[src/spm_pkg.sv]
package spm_pkg;

  // global power policy encodings
  localparam logic [1:0] POLICY_DISABLED = 2'h0;
  localparam logic [1:0] POLICY_USER     = 2'h1;
  localparam logic [1:0] POLICY_MIN_SAVE = 2'h2;
  localparam logic [1:0] POLICY_MAX_SAVE = 2'h3;

  // timing base: one minute tick from 100 MHz
  localparam int          CLK_FREQ_HZ      = 100000000;
  localparam int          MINUTE_S         = 60;
  localparam longint      MINUTE_CYCLES    = longint'(CLK_FREQ_HZ) * longint'(MINUTE_S);

  // idle timers count minutes, 6 bits covers the 60 minute top value
  localparam int          MIN_W            = 6;
  localparam logic [5:0]  TIMER_MAX_MIN    = 6'h3c;
  localparam logic [5:0]  TIMER_MIN_MIN    = 6'h01;

  // disk spin-down step table, index 0 means never
  localparam int          SPIN_SEL_W       = 4;

  // throttle: stopped cycles out of a nine-cycle period; default three is one third
  localparam int          THR_W            = 4;
  localparam logic [3:0]  THR_PERIOD       = 4'h9;
  localparam logic [3:0]  THR_STOP_DEFAULT = 4'h3;

  // wake sources: irq lines 1..15 packed into bits 15:1
  localparam int          IRQ_W            = 16;

  // system power state, gray coded along full -> doze -> standby
  typedef enum logic [1:0] {
    SPM_FULL    = 2'b00,
    SPM_DOZE    = 2'b01,
    SPM_STANDBY = 2'b11
  } spm_state_type;

  // minutes for a disk spin-down selection; 0 means disabled
  function automatic logic [5:0] spm_spin_minutes(input logic [3:0] sel);
    case (sel)
      4'h1:    spm_spin_minutes = 6'h01;
      4'h2:    spm_spin_minutes = 6'h02;
      4'h3:    spm_spin_minutes = 6'h03;
      4'h4:    spm_spin_minutes = 6'h04;
      4'h5:    spm_spin_minutes = 6'h05;
      4'h6:    spm_spin_minutes = 6'h06;
      4'h7:    spm_spin_minutes = 6'h08;
      4'h8:    spm_spin_minutes = 6'h0a;
      4'h9:    spm_spin_minutes = 6'h0c;
      4'ha:    spm_spin_minutes = 6'h0f;
      4'hb:    spm_spin_minutes = 6'h10;
      4'hc:    spm_spin_minutes = 6'h14;
      4'hd:    spm_spin_minutes = 6'h1e;
      4'he:    spm_spin_minutes = 6'h28;
      4'hf:    spm_spin_minutes = 6'h3c;
      default: spm_spin_minutes = 6'h00;
    endcase
  endfunction : spm_spin_minutes

endpackage : spm_pkg

[src/spm_sync3.sv]
`timescale 1ns/100ps
// three-stage synchroniser; output changes once stages two and three agree
module spm_sync3 import spm_pkg::*; #(
  parameter int WIDTH = 1
) (
  // clock and reset
  input  wire logic             clk_in,
  input  wire logic             rst_n_in,
  // data
  input  wire logic [WIDTH-1:0] async_in,
  output logic      [WIDTH-1:0] sync_out
);

  logic [WIDTH-1:0] s1_r, s2_r, s3_r, out_r;
  logic [WIDTH-1:0] out_nxt;

  // stage one feeds only stage two
  always_comb begin
    out_nxt = out_r;
    for (int i = 0; i < WIDTH; i++) begin
      if (s2_r[i] == s3_r[i]) begin
        out_nxt[i] = s2_r[i];
      end
    end
  end

  always_ff @(posedge clk_in or negedge rst_n_in) begin
    if (!rst_n_in) begin
      s1_r  <= '0;
      s2_r  <= '0;
      s3_r  <= '0;
      out_r <= '0;
    end else begin
      s1_r  <= async_in;
      s2_r  <= s1_r;
      s3_r  <= s2_r;
      out_r <= out_nxt;
    end
  end

  assign sync_out = out_r;

endmodule : spm_sync3

[src/spm_throttle.sv]
`timescale 1ns/100ps
// throttle cycle: processor stopped for stop_sel of every period cycles
module spm_throttle import spm_pkg::*; (
  // clock and reset
  input  wire logic             clk_in,
  input  wire logic             rst_n_in,
  // control
  input  wire logic             enable_in,
  input  wire logic             step_in,
  input  wire logic [THR_W-1:0] stop_sel_in,
  // output
  output logic                  cpu_stop_out
);

  logic [THR_W-1:0] phase_r, phase_nxt;
  logic             stop_r, stop_nxt;

  // phase advances on each step pulse; stop in the first stop_sel phases
  always_comb begin
    phase_nxt = phase_r;
    stop_nxt  = 1'b0;
    if (enable_in) begin
      if (step_in) begin
        phase_nxt = (phase_r >= THR_PERIOD - 4'h1) ? 4'h0 : phase_r + 4'h1;
      end
      stop_nxt = (phase_r < stop_sel_in);
    end else begin
      phase_nxt = 4'h0;
    end
  end

  always_ff @(posedge clk_in or negedge rst_n_in) begin
    if (!rst_n_in) begin
      phase_r <= 4'h0;
      stop_r  <= 1'b0;
    end else begin
      phase_r <= phase_nxt;
      stop_r  <= stop_nxt;
    end
  end

  assign cpu_stop_out = stop_r;

endmodule : spm_throttle

[src/spm_power_manager.sv]
`timescale 1ns/100ps
module spm_power_manager import spm_pkg::*; #(
  parameter longint TICK_CYCLES = MINUTE_CYCLES
) (
  // clock and reset
  input  wire logic                  ref_clk_in,
  input  wire logic                  rst_n_in,
  // policy and timer configuration
  input  wire logic [1:0]            policy_in,
  input  wire logic [MIN_W-1:0]      doze_minutes_in,
  input  wire logic [MIN_W-1:0]      standby_minutes_in,
  input  wire logic [SPIN_SEL_W-1:0] disk_spindown_timeout_in,
  input  wire logic                  throttle_en_in,
  input  wire logic [THR_W-1:0]      throttle_stop_in,
  // wake enables
  input  wire logic                  ring_wake_en_in,
  input  wire logic                  net_wake_en_in,
  input  wire logic                  pme_wake_en_in,
  input  wire logic                  rtc_wake_en_in,
  input  wire logic [IRQ_W-1:0]      irq_wake_en_in,
  input  wire logic                  modem_irq_en_in,
  input  wire logic [3:0]            modem_irq_sel_in,
  // activity and wake pins
  input  wire logic                  ring_ind_in,
  input  wire logic                  net_wake_in,
  input  wire logic                  pme_n_in,
  input  wire logic                  rtc_alarm_in,
  input  wire logic                  resume_btn_in,
  input  wire logic [IRQ_W-1:0]      irq_in,
  input  wire logic                  disk_access_in,
  // power controls
  output logic                       display_blank_out,
  output logic                       display_off_out,
  output logic                       cpu_suspend_out,
  output logic                       cpu_stop_out,
  output logic                       disk_spindown_out,
  output logic                       modem_active_out,
  output logic [1:0]                 power_state_out
);

  // synchronised reset
  logic rst_s1_r, rst_s2_r;
  always_ff @(posedge ref_clk_in or negedge rst_n_in) begin
    if (!rst_n_in) begin
      rst_s1_r <= 1'b0;
      rst_s2_r <= 1'b0;
    end else begin
      rst_s1_r <= 1'b1;
      rst_s2_r <= rst_s1_r;
    end
  end
  wire logic rst_n = rst_s2_r;

  // all pins come from outside the clock domain
  localparam int PIN_W = IRQ_W + 7;
  logic [PIN_W-1:0] pins_s;
  spm_sync3 #(.WIDTH(PIN_W)) u_sync (
    .clk_in   (ref_clk_in),
    .rst_n_in (rst_n),
    .async_in ({irq_in, disk_access_in, resume_btn_in, rtc_alarm_in,
                ~pme_n_in, net_wake_in, ring_ind_in, 1'b0}),
    .sync_out (pins_s)
  );
  logic             ring_s, net_s, pme_s, rtc_s, resume_s, disk_s;
  logic [IRQ_W-1:0] irq_s;
  assign ring_s   = pins_s[1];
  assign net_s    = pins_s[2];
  assign pme_s    = pins_s[3];
  assign rtc_s    = pins_s[4];
  assign resume_s = pins_s[5];
  assign disk_s   = pins_s[6];
  assign irq_s    = pins_s[PIN_W-1:7];

  // effective timer in minutes per policy
  function automatic logic [MIN_W-1:0] pol_min(input logic [1:0] pol,
                                               input logic [MIN_W-1:0] user);
    case (pol)
      POLICY_USER:     pol_min = user;
      POLICY_MIN_SAVE: pol_min = TIMER_MAX_MIN;
      POLICY_MAX_SAVE: pol_min = TIMER_MIN_MIN;
      default:         pol_min = '0;
    endcase
  endfunction : pol_min

  logic             pm_en;
  logic [MIN_W-1:0] doze_lim, stby_lim, spin_lim, spin_user;
  assign pm_en     = (policy_in != POLICY_DISABLED);
  assign spin_user = spm_spin_minutes(disk_spindown_timeout_in);
  assign doze_lim  = pol_min(policy_in, doze_minutes_in);
  assign stby_lim  = pol_min(policy_in, standby_minutes_in);
  // a disabled spin-down stays disabled under the presets
  assign spin_lim  = (spin_user == '0) ? '0 : pol_min(policy_in, spin_user);

  // minute tick divider; the throttle does not use it and steps on every clock
  localparam int TICK_W = 33;
  logic [TICK_W-1:0] tick_cnt_r, tick_cnt_nxt;
  logic              tick;
  assign tick = (tick_cnt_r == TICK_W'(TICK_CYCLES - 1));
  always_comb begin
    tick_cnt_nxt = tick ? '0 : tick_cnt_r + 1'b1;
  end

  // modem line monitor
  logic modem_act;
  assign modem_act = modem_irq_en_in && (modem_irq_sel_in != 4'h0)
                     && irq_s[modem_irq_sel_in];

  // system activity restarts the system idle timer
  logic [IRQ_W-1:0] irq_wake_mask;
  logic             wake_evt, activity;
  assign irq_wake_mask = {irq_wake_en_in[IRQ_W-1:1], 1'b0};
  always_comb begin
    wake_evt = 1'b0;
    if (ring_wake_en_in && ring_s) wake_evt = 1'b1;
    if (net_wake_en_in && net_s) wake_evt = 1'b1;
    if (pme_wake_en_in && pme_s) wake_evt = 1'b1;
    if (rtc_wake_en_in && rtc_s) wake_evt = 1'b1;
    if ((irq_s & irq_wake_mask) != '0) wake_evt = 1'b1;
    if (modem_act) wake_evt = 1'b1;
  end
  assign activity = wake_evt || disk_s;

  // system state machine and idle timer
  spm_state_type    state_r, state_nxt;
  logic [MIN_W-1:0] idle_r, idle_nxt;
  always_comb begin
    state_nxt = state_r;
    idle_nxt  = idle_r;
    if (tick && idle_r != TIMER_MAX_MIN) idle_nxt = idle_r + 6'h01;
    case (state_r)
      SPM_FULL: begin
        if (!pm_en) begin
          idle_nxt = '0;
        end else if (activity) begin
          idle_nxt = '0;
        end else if (doze_lim != '0 && idle_r >= doze_lim) begin
          state_nxt = SPM_DOZE;
          idle_nxt  = '0;
        end
      end
      SPM_DOZE: begin
        if (!pm_en || activity) begin
          state_nxt = SPM_FULL;
          idle_nxt  = '0;
        end else if (stby_lim != '0 && idle_r >= stby_lim) begin
          state_nxt = SPM_STANDBY;
          idle_nxt  = '0;
        end
      end
      SPM_STANDBY: begin
        if (resume_s || wake_evt || !pm_en) begin
          state_nxt = SPM_FULL;
          idle_nxt  = '0;
        end
      end
      default: begin
        state_nxt = SPM_FULL;
        idle_nxt  = '0;
      end
    endcase
  end

  // disk idle timer, separate from the system timer
  logic [MIN_W-1:0] disk_idle_r, disk_idle_nxt;
  logic             spin_r, spin_nxt;
  always_comb begin
    disk_idle_nxt = disk_idle_r;
    spin_nxt      = spin_r;
    if (disk_s || !pm_en || spin_lim == '0) begin
      disk_idle_nxt = '0;
      spin_nxt      = 1'b0;
    end else begin
      if (tick && disk_idle_r != TIMER_MAX_MIN) disk_idle_nxt = disk_idle_r + 6'h01;
      if (disk_idle_r >= spin_lim) spin_nxt = 1'b1;
    end
  end

  // outputs decoded from the next state so they land with it
  logic blank_r, dispoff_r, susp_r, modem_r;
  logic blank_nxt, dispoff_nxt, susp_nxt;
  always_comb begin
    blank_nxt   = (state_nxt != SPM_FULL);
    dispoff_nxt = (state_nxt == SPM_STANDBY);
    susp_nxt    = (state_nxt == SPM_STANDBY);
  end

  always_ff @(posedge ref_clk_in or negedge rst_n) begin
    if (!rst_n) begin
      tick_cnt_r  <= '0;
      state_r     <= SPM_FULL;
      idle_r      <= '0;
      disk_idle_r <= '0;
      spin_r      <= 1'b0;
      blank_r     <= 1'b0;
      dispoff_r   <= 1'b0;
      susp_r      <= 1'b0;
      modem_r     <= 1'b0;
    end else begin
      tick_cnt_r  <= tick_cnt_nxt;
      state_r     <= state_nxt;
      idle_r      <= idle_nxt;
      disk_idle_r <= disk_idle_nxt;
      spin_r      <= spin_nxt;
      blank_r     <= blank_nxt;
      dispoff_r   <= dispoff_nxt;
      susp_r      <= susp_nxt;
      modem_r     <= modem_act;
    end
  end

  // throttle steps every clock; no throttling while suspended
  spm_throttle u_throttle (
    .clk_in       (ref_clk_in),
    .rst_n_in     (rst_n),
    .enable_in    (pm_en && throttle_en_in && state_r != SPM_STANDBY),
    .step_in      (1'b1),
    .stop_sel_in  (throttle_stop_in),
    .cpu_stop_out (cpu_stop_out)
  );

  assign display_blank_out = blank_r;
  assign display_off_out   = dispoff_r;
  assign cpu_suspend_out   = susp_r;
  assign disk_spindown_out = spin_r;
  assign modem_active_out  = modem_r;
  assign power_state_out   = state_r;

endmodule : spm_power_manager

[config.mk]
export PLATFORM = sky130hd
export DESIGN_NAME = spm_power_manager
export DESIGN_NICKNAME = d
export VERILOG_FILES = /design/src/spm_pkg.sv /design/src/spm_sync3.sv /design/src/spm_throttle.sv /design/src/spm_power_manager.sv
export SDC_FILE = /design/constraint.sdc
export NUM_CORES = 1
export LEC_CHECK = 0
export BUFFER_PORTS_ARGS = -buffer_cell sky130_fd_sc_hd__buf_2
export CAP_MARGIN = 20
export CORE_ASPECT_RATIO = 1.75
export CORE_MARGIN = 3
export CORE_UTILIZATION = 52
export DETAILED_ROUTE_END_ITERATION = 7
export PLACE_DENSITY = 0.72
export SLEW_MARGIN = 10
export SYNTH_ARGS = -nofsm -noshare
export SYNTH_HDL_FRONTEND = slang
export SYNTH_HIERARCHICAL = 1
export SYNTH_SLANG_ARGS = --single-unit
[constraint.sdc]
create_clock -name ref_clk_in -period 4.31 [get_ports ref_clk_in]
set_input_delay 0.2155 -clock ref_clk_in [delete_from_list [all_inputs] [get_ports ref_clk_in]]
set_output_delay 0.2155 -clock ref_clk_in [all_outputs]
set_load 0.03 [all_outputs]
# Word level (Yosys, flattened, before mapping)
# Memory sizes are Yosys's and may differ from the RTL's.
# Cells that the tools add are included.
[totals]
regBits = 146
romBits = 96
elab_cells = 147
n_memories = 1
[mem_list]
columns = ["memory", "words", "width", "read_ports", "rd_clocked_by_memory_dff", "wr", "line", "text"]
rows = [
  ["(name not given)", 16, 6, 1, 0, 0, "spm_pkg.sv:39", "case (sel)"],
]
[op_classes]
n_addsub = 4
n_lt_le_gt_ge = 6
n_eq_ne = 32
muxes = 35
bitwise = 2
n_reduce_logical = 30
[op_table]
columns = ["cell", "n"]
rows = [
  ["one-hot mux 6 bit (3 select lines)", 4],
  ["two-way mux 6 bit", 10],
  ["adder 33 x 1 -> 33 bit, second input constant", 1],
  ["equality test 33 bit, second input constant", 1],
  ["two-way mux 33 bit", 1],
  ["equality test 1 bit", 22],
  [">= comparator 6 bit", 3],
  ["AND 16 bit", 1],
  ["nonzero test 16 bit", 1],
  ["adder 6 x 1 -> 6 bit, second input constant", 2],
  ["logical AND 1 bit", 12],
  ["zero test 6 bit", 2],
  ["two-way mux 2 bit", 6],
  ["!= test 6 bit, second input constant", 2],
  ["nonzero test 6 bit", 2],
  ["two-way mux 1 bit", 10],
  ["equality test 2 bit, second input constant", 4],
  ["two-way mux 4 bit", 2],
  ["nonzero test 2 bit", 4],
  ["logical OR 1 bit", 6],
  ["one-hot mux 2 bit (3 select lines)", 1],
  ["less-than comparator 4 x 5 -> 1 bit, second input constant", 1],
  ["adder 4 x 1 -> 4 bit, second input constant", 1],
  ["binary-select mux 1 bit (select 4 bit)", 1],
  ["8 further kinds", 9],
]

# Logic depth before layout (Yosys ltp)
# Gate-level depths: netlist (run 1).
[depth]
word_depth = 12
ltp_mapped = 14
mapped_depth_nobuf = 14

# Hierarchy
# The synthesis (run 1) kept the hierarchy.
[by_module_without_submodules]
columns = ["module", "instances", "cells_each", "area_per_inst_um2", "seq_area_each_um2"]
rows = [
  ["spm_power_manager", 1, 385, 3599.7, 1326.3],
  ["spm_sync3", 1, 115, 2561.2, 2302.2],
  ["spm_throttle", 1, 35, 336.6, 125.1],
]

# Worst setup path before layout (run 1)
# Ideal clock, no wire load.
[synth_timing]
path_type = "input port to flip-flop"
startpoint = "input disk_spindown_timeout_in[0]"
endpoint = "register spin_r, in the netlist disk_spindown_out"
setup_time_ns = 0.130
arrival_ns = 2.151
t_required_ns = 4.180
slack_ns = 2.029
cell_stages = 13
n_path_buf = 0
cell_sequence = "inv_1 ha_1 mux4_2 nand4b_1 nor2_1 nor2_1 ha_1 inv_1 a21boi_0 o21ai_0 a21oi_1 o21ai_0 a21oi_1"
[synth_via]
elab_chain_cells = 6
elab_cells_between_ends = 9
classes_between = "1 x order compare; 3 x mux; 4 x reduce/logical; 1 x memory"
[synth_lines]
columns = ["item", "line", "text"]
rows = [
  ["start, declared", "spm_power_manager.sv:12", "input wire logic [SPIN_SEL_W-1:0] disk_spindown_timeout_in,"],
  ["memory read (16 x 6 bit) (*)", "-", ""],
  ["one-hot mux 6 bit (3 select lines) or zero test 6 bit (tied branches)", "spm_power_manager.sv:77, spm_power_manager.sv:92", ""],
  ["two-way mux 6 bit (*)", "spm_power_manager.sv:92", "assign spin_lim = (spin_user == '0) ? '0 : pol_min(policy_in, spin_user);"],
  ["parallel branches: the longest is 3 deep, another holds >= comparator 6 bit", "-", ""],
  ["end signal, assigned", "spm_power_manager.sv:203", "spin_r <= spin_nxt;"],
  ["end, declared", "spm_power_manager.sv:165", "logic spin_r, spin_nxt;"],
]
# Every way passes the cells marked *.
# A chain may end at the register's enable or synchronous reset.

# Worst setup path after layout (run 1)
[layout_timing]
startpoint = "register tick_cnt_r[18]"
endpoint = "register idle_r[3]"
[layout_via]
elab_chain_cells = 7
elab_cells_between_ends = 10
classes_between = "1 x eq/ne; 8 x mux; 1 x reduce/logical"
[layout_lines]
columns = ["item", "line", "text"]
rows = [
  ["start, declared", "spm_power_manager.sv:96", "logic [TICK_W-1:0] tick_cnt_r, tick_cnt_nxt;"],
  ["start signal, assigned", "spm_power_manager.sv:199", "tick_cnt_r <= tick_cnt_nxt;"],
  ["equality test 33 bit (*)", "spm_power_manager.sv:98", "assign tick = (tick_cnt_r == TICK_W'(TICK_CYCLES - 1));"],
  ["logical AND 1 bit (*)", "spm_power_manager.sv:129", "if (tick && idle_r != TIMER_MAX_MIN) idle_nxt = idle_r + 6'h01;"],
  ["two-way mux 6 bit (*)", "spm_power_manager.sv:129", ""],
  ["two-way mux 6 bit", "spm_power_manager.sv:136", "end else if (doze_lim != '0 && idle_r >= doze_lim) begin"],
  ["two-way mux 6 bit", "spm_power_manager.sv:134", "end else if (activity) begin"],
  ["two-way mux 6 bit", "spm_power_manager.sv:132", "if (!pm_en) begin"],
  ["one-hot mux 6 bit (3 select lines) (*)", "spm_power_manager.sv:130", "case (state_r)"],
  ["via idle_nxt[3]", "spm_power_manager.sv:125", "logic [MIN_W-1:0] idle_r, idle_nxt;"],
  ["end signal, assigned", "spm_power_manager.sv:201", "idle_r <= idle_nxt;"],
  ["end, declared", "spm_power_manager.sv:125", ""],
]
# The timed path passes the listed nets; every way through them passes the cells marked *.

==> flow_summary_export.csv, run 1 <==
group,metric,value,unit
run_status,status,"completed",
setup_path,end_kind,"flip-flop",
route,firstDrtPassIters,4,
power_and_ir_drop,internal_power,2.37,mW
clocking,postCtsSetupRepairBufs,0,
clocking,clkSinkCount,142,
grt,antenna_found_initial,0,
finish,fin_nets,744,
setup_path,cp.required,4.64,ns
setup_path,cpMostUsedCell,"nand4_1",
setup_path,path_class,"flip-flop to flip-flop",
setup_path,crit_arrival,2.98,ns
clocking,clk_latency,0.41,ns
synth,netlist_instances,524,
grt,grt_pass1_vias,4455,
power_and_ir_drop,power.density,408,mW/mm²
power_and_ir_drop,p_leak,3.55,nW
finish,area_delta_synth_final,21.5,%
sta,rsz0062_at_grt,"false",
clocking,clk_path_buf_depth,2,
placed_design,place_congestion,0.830,
floorplan,die_w,89.0,µm
grt,grt_first_pass_wirelength,20.4,mm
clocking,cts-root-buf,"clkbuf_16",
finish,drive_above_1_share,22.7,%
synth,synthesis.area,0.00627,mm²
sta,drv_slew,0,
clocking,h-tree-depth,4,
sta,finalSetupViolCount,0,
clocking,clk_pin_slew,0.07,ns
synth,avgSynthCellArea,12.0,µm²
finish,fin_cells,787,
setup_path,r2r_cells,6,
sta,finalCriticalPeriod,2.65,ns
placed_design,portBuffers,77,
sta,final_min_period_over_clock_period,61.4,%
route,drcViolationCount,0,
sta,worst-slew-pin-transition,1.01,ns
power_and_ir_drop,seqPwrFrac,46.2,%
setup_path,r2r_end,"idle_r[3]",
grt,grt_max_degree,72,
power_and_ir_drop,ir_worst_vdd,0.272,mV
placed_design,dp_cells,733,
power_and_ir_drop,comb_power_share,6.4,%
route,drt-initial-drc-count,139,
route,drt-wirelength-per-cell,15.4,µm
power_and_ir_drop,netSwitchingPower,739,µW
setup_path,critPathLaunchType,"flip-flop",
grt,grt_usage,19.6,%
grt,overflow,0,
floorplan,die_h,151,µm
floorplan,initial_core_util,53.8,%
sta,finalHoldViolCount,0,
setup_path,r2r_setup_slack,1.66,ns
route,ant_nets,0,
setup_path,max_stage_delay,0.90,ns
finish,antenna_cells,0,
power_and_ir_drop,p_sw_share,23.8,%
clocking,tritoncts,"built",
power_and_ir_drop,design_power_total,3.11,mW
sta,max_freq,0.378,GHz
setup_path,cp_slowest_cell,"nor3_4",
sta,tns,0,ns
power_and_ir_drop,clkPwrFrac,47.4,%
floorplan,coreArea,0.0116,mm²
route,drt-total-wl,12.1,mm
min_path,min_path_type,"input pin to async pin",
floorplan,die_area,0.0135,mm²
sta,max-slew-margin-rel,32.7,%
floorplan,io_pins,80,
placed_design,post-dp-hpwl,8.53,mm
clocking,cts-buffers-inserted,17,
setup_path,crit_chain,"nor4_1 -> nand4_1 -> nor3_4 -> nand4_1 -> xor2_1 -> nor2_1",
setup_path,reg2reg_from,"tick_cnt_r[18]",
sta,clock_skew,0.00910,ns
setup_path,worst-path-max-fanout,28,
route,viasPerCell,5.40,
job,cap_violations,0,
floorplan,rows,52,
route,routed-via-count,4250,
synth,yosysWarnings,6,
[cell usage in the layout, fill, tap and decap left out, types with 20 or more instances in the layout]
master,instances
maj3_2,21
inv_1,27
dfrtp_1,141
dlygate4sd3_1,22
nand2_1,25
ha_1,33
a21oi_1,24
nor2_1,46
xor2_1,20
buf_2,77
[area by class of cell]
class | instances | area (µm²)
Multi-Input combinational cell | 350 | 2570
Tap cell | 135 | 169
Sequential cell | 142 | 3560
Clock buffer | 18 | 429
Timing Repair Buffer | 101 | 621
Fill cell | 866 | 4030
Clock inverter | 14 | 170
Inverter | 27 | 101
[power groups by stage]
stage | Combinational (mW) | Clock [mW] | Sequential [mW]
6_report | 0.198 | 1.47 | 1.44
2_1_floorplan | 0.104 | 0 | 1.46
4_1_cts | 0.201 | 1.51 | 1.44
3_5_place_dp | 0.183 | 0 | 1.46
5_1_grt | 0.222 | 1.57 | 1.44
3_3_place_gp | 0.175 | 0 | 1.46
[state kept, by name, indices dropped and copies added (netlist names), 2 cells and up]
register	count
u_sync/s1_r	21
tick_cnt_r	33
u_sync/s3_r	21
u_sync/sync_out	21
power_state_out	2
u_throttle/phase_r	4
u_sync/s2_r	21
disk_idle_r	6
idle_r	6
[metal layers]
layer	part of all wire, %	wire [µm]	track usage [%]	vias to the layer above
met4	1.6	194	6.56	0
met3	3.2	393	4.68	18
met2	55	6680	35.3	70
met1	40	4830	22.3	2088
met5	0	0	0	-
li1	-	-	-	2074
[critical path: cells and delay by family (launching register included)]
| family | cells | cell delay, ns |
|---|---|---|
| xor gates and xnor gates | 1 | 0.21 |
| DFF | 1 | 0.45 |
| and+or+nand+nor | 5 | 1.91 |
[how the worst max path moves through the flow]
stage               slack (ns)              end            from
global route              1.33   disk_idle_r[5]  tick_cnt_r[18]
floorplan                 0.06  cpu_suspend_out           rst_n
global placement          1.62        idle_r[0]    policy_in[0]
CTS                       1.58        idle_r[3]  tick_cnt_r[18]
detailed placement        1.52        idle_r[0]    policy_in[0]
finish                    1.66        idle_r[3]  tick_cnt_r[18]
[timing repair]
action,4_1_cts,5_1_grt
hold buffers,22,0
gates resized for setup,0,0
endpoints found under the hold margin,23,0
[stage by stage]
stage               hold WS [ns]  utilization [%]  setup slack (ns)  instance area, µm²
floorplan                -0.0801                -            0.0607                6290
global placement        0.000271             58.4              1.62                6800
detailed placement       0.00298             58.4              1.52                6800
CTS                        0.109             65.4              1.58                7620
global route               0.127             65.4              1.33                7620
finish                     0.129             65.4              1.66                7620
Note: power is estimated with default switching activity, not from simulation.
==> inputs of run 2 (changes only) <==
- CORE_UTILIZATION: 52 -> 58
- PLACE_DENSITY: 0.72 -> 0.77
- clock period: 4.31 -> 2.44 ns (I/O delays scaled with it)
==> flow_summary_export.csv, run 2 (same netlist as run 1, synthesis figures left out) <==
group,metric,value,unit
finish,fin_nets,755,
sta,finalHoldViolCount,0,
min_path,min_path_type,"input pin to flip-flop",
clocking,postCtsSetupRepairBufs,0,
floorplan,die_w,84.6,µm
grt,antenna_found_initial,0,
placed_design,place_congestion,0.877,
placed_design,place_ws,-0.0901,ns
grt,grt_max_degree,141,
floorplan,coreArea,0.0104,mm²
route,drt-initial-drc-count,187,
sta,tns,0,ns
power_and_ir_drop,ir_worst_vdd,0.550,mV
sta,max-slew-margin-rel,51.9,%
clocking,tritoncts,"built",
finish,fin_area,0.00768,mm²
route,firstDrtPassIters,4,
placed_design,dp_cells,736,
clocking,clk_latency,0.41,ns
route,drcViolationCount,0,
sta,holdWs,0.0287,ns
sta,drv_slew,0,
finish,antenna_cells,0,
setup_path,crit_arrival,2.48,ns
finish,drive_above_1_share,24.1,%
power_and_ir_drop,power.density,706,mW/mm²
sta,clock_skew,0.0112,ns
setup_path,worst-path-max-fanout,7,
floorplan,io_pins,80,
route,routed-via-count,4417,
grt,overflow,0,
run_status,status,"completed",
sta,finalSetupViolCount,0,
job,cap_violations,0,
sta,final_min_period_over_clock_period,89.6,%
finish,fillerInstances,726,
power_and_ir_drop,internal_power,4.11,mW
setup_path,end_kind,"flip-flop",
sta,setup_ws,0.255,ns
sta,max_freq,0.458,GHz
placed_design,placed_area,0.00688,mm²
placed_design,post-dp-hpwl,8.79,mm
floorplan,die_h,144,µm
setup_path,path_class,"flip-flop to flip-flop",
grt,grt_first_pass_wirelength,21.8,mm
finish,final_common_cell,"dfrtp_1",
setup_path,critPathLaunchType,"flip-flop",
power_and_ir_drop,seqPwrFrac,46.4,%
route,drt-wirelength-per-cell,16.4,µm
power_and_ir_drop,comb_power_share,7.2,%
clocking,clk_pin_slew,0.06,ns
setup_path,r2r_setup_slack,0.25,ns
power_and_ir_drop,p_sw_share,24.2,%
clocking,cts-root-buf,"clkbuf_16",
floorplan,initial_core_util,60.2,%
finish,final_cell_mix,"dfrtp_1 (141), buf_2 (77), nor2_1 (46), ha_1 (33), inv_1 (27)",
clocking,cts-buffers-inserted,17,
placed_design,portBuffers,77,
floorplan,die_area,0.0121,mm²
floorplan,rows,49,
sta,finalCriticalPeriod,2.19,ns
power_and_ir_drop,p_leak,3.60,nW
route,ant_nets,0,
clocking,h-tree-depth,4,
finish,largest_reg_flops,33,
clocking,clkSinkCount,142,
route,drt-total-wl,13.0,mm
power_and_ir_drop,netSwitchingPower,1.31,mW
sta,worst-slew-pin-transition,0.721,ns
finish,area_delta_synth_final,22.5,%
grt,grt_pass1_vias,4706,
power_and_ir_drop,clkPwrFrac,46.3,%
sta,rsz0062_at_grt,"false",
clocking,clk_path_buf_depth,2,
finish,registers.top_by_ff_count,"tick_cnt_r",
grt,grt_usage,23.0,%
route,viasPerCell,5.59,
finish,fin_cells,790,
setup_path,cp.required,2.74,ns
## run 2: changes by cell type in the layout (fill, tap and decap cells not counted)
cell | previous run | this run
clkinv_4 | 2 | 0
bufinv_16 | 2 | 1
clkbuf_1 | 1 | 0
buf_12 | 0 | 1
clkbuf_8 | 0 | 1
clkinvlp_4 | 2 | 4
clkinv_2 | 0 | 1
buf_4 | 2 | 12
## run 2: critical path, cell delays in order (launching register included)
cell,delay (ns)
dfrtp_1,0.46
nand4_1,0.19
nor3_1,0.49
nand2_1,0.27
nor4_1,0.42
xnor2_1,0.19
nor2_1,0.06
## run 2: final cells by class
cell class | count | area [µm²] | area share [%]
Inverter | 27 | 101 | 1.32
Tap cell | 127 | 159 | 2.07
Clock buffer | 18 | 439 | 5.71
Clock inverter | 14 | 143 | 1.86
Multi-Input combinational cell | 350 | 2570 | 33.4
Timing Repair Buffer | 112 | 716 | 9.31
Sequential cell | 142 | 3560 | 46.3
## run 2: power by group through the flow
stage / clock network [mW] / registers (mW) / logic, mW
final: 2.51 / 2.52 / 0.392
after global routing: 2.66 / 2.53 / 0.440
after CTS: 2.56 / 2.52 / 0.397
after detailed placement: 0 / 2.56 / 0.362
after global placement: 0 / 2.55 / 0.345
after floorplan: 0 / 2.58 / 0.184
## run 2: final timing paths
kind | start | endpoint | cells after the start
setup / recovery | tick_cnt_r[8] | tick_cnt_r[23] | 6
hold / removal | modem_irq_sel_in[3] | modem_active_out | 3
setup reg to reg | tick_cnt_r[8] | tick_cnt_r[23] | 6
hold reg to reg | u_sync/s1_r[18] | u_sync/s2_r[18] | 0
max in group asynchronous | rst_n | disk_idle_r[2] | 1
min in group asynchronous | rst_n_in | rst_n | 2
## run 2: repair_timing
| item | CTS | global route |
|---|---|---|
| gates resized for setup | 0 | 0 |
| hold endpoints to repair | 23 | 0 |
| hold buffers | 22 | 0 |
## run 2: per-layer routing
layer	vias to the layer above	part of all wire [%]	wire length [µm]	track usage, %
li1	2095	-	-	-
met1	2187	37	4790	24.6
met2	105	57	7390	43.0
met3	30	3.7	482	5.34
met4	0	2.4	310	9.42
met5	-	0	0	0
## run 2: per-stage QoR
stage,power [mW],utilization [%]
3_3_place_gp,2.90,66.0
5_1_grt,5.63,73.7
6_report,5.42,73.7
4_1_cts,5.48,73.7
3_5_place_dp,2.92,66.0
2_1_floorplan,2.76,-
